**src/gpsp_cfg.svh**
```systemverilog
// Purpose: constants of the pin port, interrupt line and serial control port
// Assumes: 25 MHz system clock
// Notes: offsets are serial port addresses, commands are write command numbers
`ifndef GPSP_CFG_SVH
`define GPSP_CFG_SVH
`define GPSP_ADDR_WRITE 8'hE8
`define GPSP_ADDR_IRQ 8'hEA
`define GPSP_ADDR_FS 8'hEB
`define GPSP_ADDR_CS 8'hEC
`define GPSP_ADDR_PC 8'hED
`define GPSP_CMD_SYS1 4'h0
`define GPSP_CMD_SRCSW 4'h5
`define GPSP_CMD_IRQSEL 4'h8
`define GPSP_CMD_PINOUT 4'hA
`define GPSP_CMD_DATAIO2 4'hD
`define GPSP_BIT_DOEN 1
`define GPSP_BIT_OUT_CLOCK_SOURCE_SEL 1
`define GPSP_BIT_PIN_INPUT_FUNCTION_SEL 0
`define GPSP_BIT_EXTERNAL_ROUTE_SEL 1
`define GPSP_BIT_EXT_MCLK_INVERT 2
`define GPSP_BIT_EXT_DATA_MUTE 3
`define GPSP_SRC_ERROR 0
`define GPSP_SRC_AUDIO 4
`define GPSP_SRC_PIN 6
`define GPSP_WRITE_BITS 5'h10
`define GPSP_CLK_HZ 25000000
`define GPSP_TICK_HZ 24000
`define GPSP_TICK_CYCLES (`GPSP_CLK_HZ / `GPSP_TICK_HZ)
`endif

```
**src/gpsp_pkg.sv**
```systemverilog
// Purpose: types shared by the pin port files
// Assumes: nothing
// Notes: one struct holds all state of the sampler and one all state of the port
package gpsp_pkg;
	typedef enum logic [1:0] {GPSP_ADDR, GPSP_WDATA, GPSP_RDATA, GPSP_SKIP} gpsp_phase_e;
	typedef struct packed {
		logic mck;
		logic bck;
		logic lrck;
		logic data;
	} gpsp_clk_src_s;
	typedef struct packed {
		logic [3:0] s1;
		logic [3:0] s2;
		logic [10:0] cnt;
		logic tick;
	} gpsp_smp_s;
	typedef struct packed {
		gpsp_phase_e phase;
		logic ce_q;
		logic cl_q;
		logic [7:0] addr_sh;
		logic [15:0] wr_sh;
		logic [4:0] bit_cnt;
		logic [15:0] rd_sh;
		logic [7:0] rd_addr;
		logic dout_en;
		logic doen_off;
		logic out_clock_source_sel;
		logic [7:0] irq_en;
		logic [3:0] pin_out;
		logic [3:0] dataio2;
		logic [7:0] flags;
		logic [3:0] pin_reg;
		logic [3:0] pin_ref;
		logic frozen;
		logic fault_q;
		logic audio_q;
		logic strap_done;
		logic in_mode;
		gpsp_clk_src_s sel;
		logic irq_act;
	} gpsp_state_s;
endpackage

```
**src/gpsp_pin_sampler.sv**
```systemverilog
// Purpose: pin synchroniser and 24 kHz sampling tick
// Assumes: one clock
// Notes: tick is a one-cycle enable pulse
`timescale 1ns/1ps
`default_nettype none
`include "gpsp_cfg.svh"
module gpsp_pin_sampler #(
	parameter int TICK_CYCLES = `GPSP_TICK_CYCLES
) (
	input wire logic clk_sys,
	input wire logic rst,
	input wire logic [3:0] pin_raw,
	output logic [3:0] pin_sync,
	output logic tick
);
	gpsp_pkg::gpsp_smp_s s, n;

	// two-stage synchroniser, divider for the tick
	always_comb begin
		n = s;
		n.s1 = pin_raw;
		n.s2 = s.s1;
		n.tick = 1'b0;
		if (s.cnt == 11'(TICK_CYCLES - 1)) begin
			n.cnt = 11'h000;
			n.tick = 1'b1;
		end else begin
			n.cnt = s.cnt + 11'h001;
		end
	end

	always_ff @(posedge clk_sys or posedge rst) begin
		if (rst) begin
			s <= '0;
		end else begin
			s <= n;
		end
	end

	assign pin_sync = s.s2;
	assign tick = s.tick;
endmodule
`default_nettype wire

```
**src/gpsp_port.sv**
```systemverilog
// Purpose: four-pin user port, interrupt line and serial control port
// Assumes: all pins synchronous to clk_sys; strobes far slower than clk_sys
// Notes: direction of the user pins is strapped by the interrupt line pull
// Functional notes
// output mode drives pins from host data
// pin values from command 10 upper nibble
// input, function select clear: pins captured
// input, function select set: pins feed selector
// captured pins read in low nibble
// pin-change enabled: sample on 24 kHz tick
// pin change drops interrupt, capture re-updates
// interrupt-register read releases line, freezes capture
// reading captured pins clears them
// pin-change disabled: sample at read address
// selector routes pins, PLL or oscillator
// external select only with function select
// clock invert and data mute need select
// host sets selector only in master
// interrupt idles high, low on event
// interrupt is OR of enabled sources
// eight interrupt sources
// source flags latched; error, audio live
// host keeps oscillator running for sources
// only interrupt-register read clears line; a command 8 write that disables the flagged source also releases it
// LSB first, address then data
// one write and four read addresses
// host write frame layout
// data out driven between strobe edges
// pins synchronised before change detection
`timescale 1ns/1ps
`default_nettype none
`include "gpsp_cfg.svh"
module gpsp_port #(
	parameter int TICK_CYCLES = `GPSP_TICK_CYCLES
) (
	input wire logic clk_sys,
	input wire logic rst,
	input wire logic shift_strobe_line,
	input wire logic frame_strobe,
	input wire logic serial_in_line,
	output logic dout_out,
	output logic dout_oe_n,
	input wire logic [1:0] chip_addr,
	input wire logic irq_n_in,
	output logic irq_n_out,
	output logic irq_n_oe_n,
	input wire logic [3:0] user_pin_in,
	output logic [3:0] user_pin_out,
	output logic [3:0] user_pin_oe_n,
	input wire logic pll_locked,
	input wire gpsp_pkg::gpsp_clk_src_s pll_src,
	input wire gpsp_pkg::gpsp_clk_src_s osc_src,
	input wire logic aux_serial_audio_in,
	output logic rx_master_clock_out,
	output logic rx_bit_clock_out,
	output logic rx_frame_clock_out,
	output logic rx_data_out,
	input wire logic receive_fault_pin,
	input wire logic nonaudio_flag_src,
	input wire logic input_detect_src,
	input wire logic rate_change_src,
	input wire logic chan_status_update_src,
	input wire logic burst_pc_update_src,
	input wire logic emph_change_src,
	input wire logic [7:0] detect_status,
	input wire logic [11:0] fs_status,
	input wire logic [15:0] chan_status_word,
	input wire logic [15:0] burst_pc_word
);
	gpsp_pkg::gpsp_state_s s, n;
	logic [3:0] pin_sync;
	logic tick;
	logic ce_rise, ce_fall, cl_rise, cl_fall;
	logic pin_mode, pin_irq_mode, ext_on, use_pll, pin_change;
	logic irq_rd_now;
	logic [7:0] events;

	gpsp_pin_sampler #(
		.TICK_CYCLES(TICK_CYCLES)
	) u_smp (
		.clk_sys(clk_sys),
		.rst(rst),
		.pin_raw(user_pin_in),
		.pin_sync(pin_sync),
		.tick(tick)
	);

	// read addresses; no address serves both directions
	function automatic logic is_read(input logic [7:0] a);
		is_read = (a == `GPSP_ADDR_IRQ) || (a == `GPSP_ADDR_FS) ||
			(a == `GPSP_ADDR_CS) || (a == `GPSP_ADDR_PC);
	endfunction

	// word loaded into the output shifter at the start of a read
	function automatic logic [15:0] read_word(input logic [7:0] a,
		input gpsp_pkg::gpsp_state_s st, input logic [3:0] pins);
		logic [7:0] f;
		f = st.flags;
		f[`GPSP_SRC_ERROR] = receive_fault_pin;
		f[`GPSP_SRC_AUDIO] = nonaudio_flag_src;
		if (a == `GPSP_ADDR_IRQ) begin
			read_word = {f, detect_status};
		end else if (a == `GPSP_ADDR_FS) begin
			read_word = {fs_status, pins};
		end else if (a == `GPSP_ADDR_CS) begin
			read_word = chan_status_word;
		end else if (a == `GPSP_ADDR_PC) begin
			read_word = burst_pc_word;
		end else begin
			read_word = 16'h0000;
		end
	endfunction

	// strobe edges and mode decode
	always_comb begin
		ce_rise = frame_strobe & ~s.ce_q;
		ce_fall = ~frame_strobe & s.ce_q;
		cl_rise = shift_strobe_line & ~s.cl_q;
		cl_fall = ~shift_strobe_line & s.cl_q;
		pin_mode = s.strap_done & s.in_mode & ~s.dataio2[`GPSP_BIT_PIN_INPUT_FUNCTION_SEL];
		pin_irq_mode = pin_mode & s.irq_en[`GPSP_SRC_PIN];
		ext_on = s.in_mode & s.dataio2[`GPSP_BIT_PIN_INPUT_FUNCTION_SEL] & s.dataio2[`GPSP_BIT_EXTERNAL_ROUTE_SEL];
		use_pll = pll_locked & ~s.out_clock_source_sel;
		pin_change = tick & (pin_sync != s.pin_ref);
		irq_rd_now = s.phase == gpsp_pkg::GPSP_ADDR && ce_rise && s.addr_sh == `GPSP_ADDR_IRQ;
	end

	// source events in flag order
	always_comb begin
		events = 8'h00;
		events[0] = receive_fault_pin ^ s.fault_q;
		events[1] = input_detect_src;
		events[2] = rate_change_src;
		events[3] = chan_status_update_src;
		events[4] = nonaudio_flag_src ^ s.audio_q;
		events[5] = burst_pc_update_src;
		events[6] = pin_irq_mode & pin_change & ~s.frozen;
		events[7] = emph_change_src;
	end

	// next state: serial engine, capture, flags, selector
	always_comb begin
		n = s;
		n.ce_q = frame_strobe;
		n.cl_q = shift_strobe_line;
		n.fault_q = receive_fault_pin;
		n.audio_q = nonaudio_flag_src;
		if (!s.strap_done) begin
			n.strap_done = 1'b1;
			n.in_mode = ~irq_n_in; // pulled low means input mode
		end
		// change reference follows the pins on every tick
		if (tick) begin
			n.pin_ref = pin_sync;
		end
		case (s.phase)
			gpsp_pkg::GPSP_ADDR: begin
				if (!frame_strobe && cl_rise) begin
					n.addr_sh = {serial_in_line, s.addr_sh[7:1]};
				end
				if (ce_rise) begin
					n.bit_cnt = 5'h00;
					n.rd_addr = s.addr_sh;
					if (s.addr_sh == `GPSP_ADDR_WRITE) begin
						n.phase = gpsp_pkg::GPSP_WDATA;
					end else if (is_read(s.addr_sh)) begin
						n.phase = gpsp_pkg::GPSP_RDATA;
						n.dout_en = ~s.doen_off;
						if (s.addr_sh == `GPSP_ADDR_FS && pin_mode && !pin_irq_mode) begin
							n.pin_reg = pin_sync;
							n.rd_sh = read_word(s.addr_sh, s, pin_sync);
						end else begin
							n.rd_sh = read_word(s.addr_sh, s, s.pin_reg);
						end
						if (s.addr_sh == `GPSP_ADDR_IRQ) begin
							n.flags = 8'h00;
							n.frozen = pin_irq_mode;
						end
					end else begin
						n.phase = gpsp_pkg::GPSP_SKIP;
					end
				end
			end
			gpsp_pkg::GPSP_WDATA: begin
				if (cl_rise && s.bit_cnt != 5'h1F) begin
					n.wr_sh = {serial_in_line, s.wr_sh[15:1]};
					n.bit_cnt = s.bit_cnt + 5'h01;
				end
				if (ce_fall) begin
					n.phase = gpsp_pkg::GPSP_ADDR;
					if (s.bit_cnt == `GPSP_WRITE_BITS && s.wr_sh[1:0] == chip_addr) begin
						if (s.wr_sh[7:4] == `GPSP_CMD_SYS1) begin
							n.doen_off = s.wr_sh[8 + `GPSP_BIT_DOEN];
						end else if (s.wr_sh[7:4] == `GPSP_CMD_SRCSW) begin
							n.out_clock_source_sel = s.wr_sh[8 + `GPSP_BIT_OUT_CLOCK_SOURCE_SEL];
						end else if (s.wr_sh[7:4] == `GPSP_CMD_IRQSEL) begin
							n.irq_en = s.wr_sh[15:8];
						end else if (s.wr_sh[7:4] == `GPSP_CMD_PINOUT) begin
							n.pin_out = s.wr_sh[15:12];
						end else if (s.wr_sh[7:4] == `GPSP_CMD_DATAIO2) begin
							n.dataio2 = s.wr_sh[11:8];
						end
					end
				end
			end
			gpsp_pkg::GPSP_RDATA: begin
				if (cl_fall) begin
					n.rd_sh = {1'b0, s.rd_sh[15:1]};
				end
				if (ce_fall) begin
					n.phase = gpsp_pkg::GPSP_ADDR;
					n.dout_en = 1'b0;
					if (s.rd_addr == `GPSP_ADDR_FS) begin
						n.pin_reg = 4'h0;
						n.frozen = 1'b0;
					end
				end
			end
			default: begin
				if (ce_fall) begin
					n.phase = gpsp_pkg::GPSP_ADDR;
				end
			end
		endcase
		// a pin capture in the clearing cycle is kept, as with the flags
		if (events[`GPSP_SRC_PIN]) begin
			n.pin_reg = pin_sync;
		end
		// a source that fires in the clearing cycle is kept
		n.flags = n.flags | (events & s.irq_en);
		n.irq_act = |(n.flags & n.irq_en);
		// selector, external routing only with function select
		if (ext_on) begin
			n.sel.mck = user_pin_in[0] ^ s.dataio2[`GPSP_BIT_EXT_MCLK_INVERT];
			n.sel.bck = user_pin_in[1];
			n.sel.lrck = user_pin_in[2];
			n.sel.data = user_pin_in[3] & ~s.dataio2[`GPSP_BIT_EXT_DATA_MUTE];
		end else if (use_pll) begin
			n.sel = pll_src;
		end else begin
			n.sel = osc_src;
			n.sel.data = aux_serial_audio_in;
		end
	end

	always_ff @(posedge clk_sys or posedge rst) begin
		if (rst) begin
			s <= '0;
		end else begin
			s <= n;
		end
	end

	// pin and line drivers; nothing driven until the strap is caught
	assign user_pin_out = s.pin_out;
	assign user_pin_oe_n = {4{~(s.strap_done & ~s.in_mode)}};
	assign irq_n_out = ~s.irq_act;
	assign irq_n_oe_n = ~s.strap_done;
	assign dout_out = s.rd_sh[0];
	assign dout_oe_n = ~s.dout_en;
	assign rx_master_clock_out = s.sel.mck;
	assign rx_bit_clock_out = s.sel.bck;
	assign rx_frame_clock_out = s.sel.lrck;
	assign rx_data_out = s.sel.data;
endmodule
`default_nettype wire

```
**config.mk**
```make
export PLATFORM = sky130hd
export DESIGN_NAME = gpsp_port
export DESIGN_NICKNAME = d
export VERILOG_FILES = /design/src/gpsp_pkg.sv /design/src/gpsp_pin_sampler.sv /design/src/gpsp_port.sv
export VERILOG_INCLUDE_DIRS = /design/src
export SDC_FILE = /design/constraint.sdc
export NUM_CORES = 1
export LEC_CHECK = 0
export BUFFER_PORTS_ARGS = -buffer_cell sky130_fd_sc_hd__buf_4
export CAP_MARGIN = 20
export CORE_ASPECT_RATIO = 0.6
export CORE_MARGIN = 1
export CORE_UTILIZATION = 61
export CTS_CLUSTER_SIZE = 16
export DETAILED_ROUTE_END_ITERATION = 12
export HOLD_SLACK_MARGIN = 0.15
export PLACE_DENSITY = 0.87
export SETUP_SLACK_MARGIN = 0.15
export SYNTH_ARGS = -nofsm -noshare
export SYNTH_HDL_FRONTEND = slang
export SYNTH_SLANG_ARGS = --single-unit
```
**constraint.sdc**
```tcl
create_clock -name clk_sys -period 11.6 [get_ports clk_sys]
set_clock_uncertainty 0.15 [all_clocks]
set_input_delay 1.16 -clock clk_sys [delete_from_list [all_inputs] [get_ports clk_sys]]
set_output_delay 1.16 -clock clk_sys [all_outputs]
set_load 0.01 [all_outputs]
```
==> impl_metrics.tcl <==
set metrics [dict create \
    grt_start_max_net_pins 74 \
    drv_cap 0 \
    async_flop_share_pct 100 \
    area_growth_pct 23.4 \
    port_buffers 95 \
    ys_types 57 \
    cts_root_buffer "clkbuf_16" \
    holdBufCountCts 0 \
    grt_pass1_wl_um 22400 \
    num_vias 4578 \
    synthFlopType "dfrtp_1" \
    final_net_count 728 \
    min_period_over_period_pct 26.8 \
    core_um2 9190 \
    clk_pin_slew_ns 0.05 \
    worst_pin_slew_ns 1.07 \
    wire_per_inst_um 17.5 \
    relSlewSlack_pct 28.9 \
    syn_avg_cell_area_um2 10.4 \
    synth_edf_count 0 \
    rsz0062_at_grt "false" \
    path_class "flop to flop" \
    arrival_ns 3.23 \
    grt_pass1_vias 4583 \
    fmax_ghz 0.322 \
    dr.first_iter.drc_count 342 \
    clock-sinks 122 \
    start_kind "flop" \
    ant_nets 0 \
    p_total_mw 1.20 \
    cts_tree "built" \
    cp_max_fo 17 \
    io-pin-count 97 \
    drtPass1Iterations 5 \
    slowest_stage "nand4b_1" \
    crit_family "simple AND/OR/NAND/NOR gates" \
    hold_class "flop to flop" \
    antenna_found_initial 0 \
    initial_core_util_pct 62.9 \
    clk-insertion-delay-late_ns 0.41 \
    syn_area_um2 5780 \
    ir_worst_vdd_mv 0.152 \
    finalHoldViolCount 0 \
    cts_buffers 17 \
    ys_seq_area_share_pct 52.8 \
    h-tree-depth 4 \
    vias_per_cell 5.83 \
    dieArea_um2 9880 \
    routed_wl_um 13700 \
    p_per_area_nw_per_um2 169 \
    status "finished, final reports clean" \
    ys_ff_latch 122 \
    crit_buf_inv 0 \
    synthCells 554 \
    slowest_delay_ns 0.71 \
    final_common_cell "dfrtp_1" \
    antenna-diode-count 0 \
    ys_warn_count 0 \
    regArea_um2 3050 \
    synth_area_leaders "dfrtp_1 (53%), nand2_1 (6.6%), mux2i_1 (6.6%)" \
    rows 27 \
    fill_cells 621 \
    syn_nets 640 \
    layout-drive-gt1-share_pct 25.6 \
    post_cts_buffers 0 \
    tns_ns 0 \
    die_w_um 128 \
    leakagePower_nw 3.31 \
    final_cell_mix "dfrtp_1 (121), nand2_1 (102), buf_4 (101)" \
    slew_violations 0 \
    endpoint_kind "flop" \
    dp_hpwl_um 9390 \
    setup-violations-final 0 \
    grt-ovfl-total 0 \
    cts_buffer_depth 2 \
    cts-resized-gates 0 \
    drc 0 \
    gp_congestion 0.831 \
    cp.required_ns 11.72 \
    period_minus_slack_ns 3.11 \
    multi_input_area_um2 2490 \
    synth_area_leader_cell "dfrtp_1" \
    die_y_um 77.4 \
    cp_cell_sequence "and4b_1 -> nand4b_1 -> or3_4 -> a21bo_2 -> a22oi_1 -> nand4_1" \
    synth_top_area_share_pct 52.8 \
    grt_util_all_layers_pct 30.1 \
]
Yosys cell counts (2+ instances only):
library cell and count:
and2_1 3, buf_1 2, nor4_1 2, or4_1 2, a21o_1 2, or3_1 2
o22ai_1 15, nand2_1 102, nor3_1 5, nor2b_1 2, mux2i_1 38, o21ai_0 27
dfrtp_1 122, o2111ai_1 3, buf_4 7, a31oi_1 5, clkbuf_1 21, a21oi_1 9
inv_1 20, nand2b_1 9, nand4_1 5, xor2_1 10, ha_1 5, a22o_1 7
nor2_1 27, xnor2_1 11, nand4b_1 5, nor4bb_1 3, and3_1 2, mux2_2 29
nor4b_1 2, o31ai_1 2, a22oi_1 13, nand3_1 11, buf_2 2
final timing paths:
| check | startpoint | end | slack [ns] | depth (start not counted) |
|---|---|---|---|---|
| min in group asynchronous | rst | rx_bit_clock_out | 0.67 | 2 |
| worst min register to register | u_smp.n[15] | u_smp.pin_sync[3] | 0.20 | 0 |
| worst max-delay path | s[94] | s[0] | 8.49 | 6 |
| worst max register to register | s[94] | s[0] | 8.49 | 6 |
| max in group asynchronous | rst | s[90] | 9.24 | 3 |
| worst min-delay path | u_smp.n[15] | u_smp.pin_sync[3] | 0.20 | 0 |
per-layer routing:
| layer | vias to the layer above | global-route usage, % | wire length (µm) |
|---|---|---|---|
| met3 | 26 | 9.31 | 1030 |
| met4 | 0 | 10.5 | 204 |
| li1 | 2108 | - | - |
| met1 | 2238 | 40.6 | 6010 |
| met5 | - | 0 | 0 |
| met2 | 206 | 46.5 | 6470 |
logic make-up (layout without fill, tap and decap cells):
| group | count (synthesis) | count (layout) | synth area share (%) |
|---|---|---|---|
| AO/OA/AOI/OAI | 95 | 95 | 11.1 |
| XOR/XNOR | 21 | 21 | 3.18 |
| adder cells (fa/ha/maj) | 5 | 5 | 1.08 |
| buffers and inverters | 54 | 155 | 4.16 |
| flip-flops | 122 | 122 | 52.8 |
| multiplexers | 67 | 67 | 12.2 |
| other | 1 | 1 | 0.0649 |
| AND/OR/NAND/NOR | 189 | 189 | 15.4 |
report_power, final:
part / switching, mW / total, mW / internal, mW
combinational: 0.0905 / 0.168 / 0.0774
sequential: 0.0532 / 0.528 / 0.475
clock: 0.181 / 0.508 / 0.327
area by class of cell:
cell class / count / share of cell area (%)
flip-flops and latches: 122 / 42.8
multi-input cells: 378 / 35.0
repair buffers: 103 / 10.9
clock buffers: 25 / 6.67
well taps: 130 / 2.28
clock inverters: 7 / 1.28
inverters: 20 / 1.09
metrics by stage:
| stage | cells | util (%) | area, µm² | hold WS [ns] | setup slack [ns] |
|---|---|---|---|---|---|
| 6_report | 785 | 77.6 | 7130 | 0.196 | 8.49 |
| 5_1_grt | 785 | 77.6 | 7130 | 0.218 | 8.29 |
| 4_1_cts | 783 | 77.4 | 7110 | 0.200 | 8.53 |
| 3_5_place_dp | 751 | 71.2 | 6550 | 0.190 | 8.17 |
| 3_3_place_gp | 751 | 71.2 | 6550 | 0.190 | 8.17 |
| 2_1_floorplan | 554 | - | 5780 | 0.181 | 7.05 |
sequential cells by signal, indices dropped and copies added, names as in the netlist:
name,flops
rx_frame_clock_out,1
dout_out,1
rx_data_out,1
s,93
u_smp.pin_sync,4
u_smp.tick,1
rx_bit_clock_out,1
u_smp.n,4
rx_master_clock_out,1
user_pin_out,4
u_smp.s,11
No activity file was read; power rests on OpenSTA's default activity.
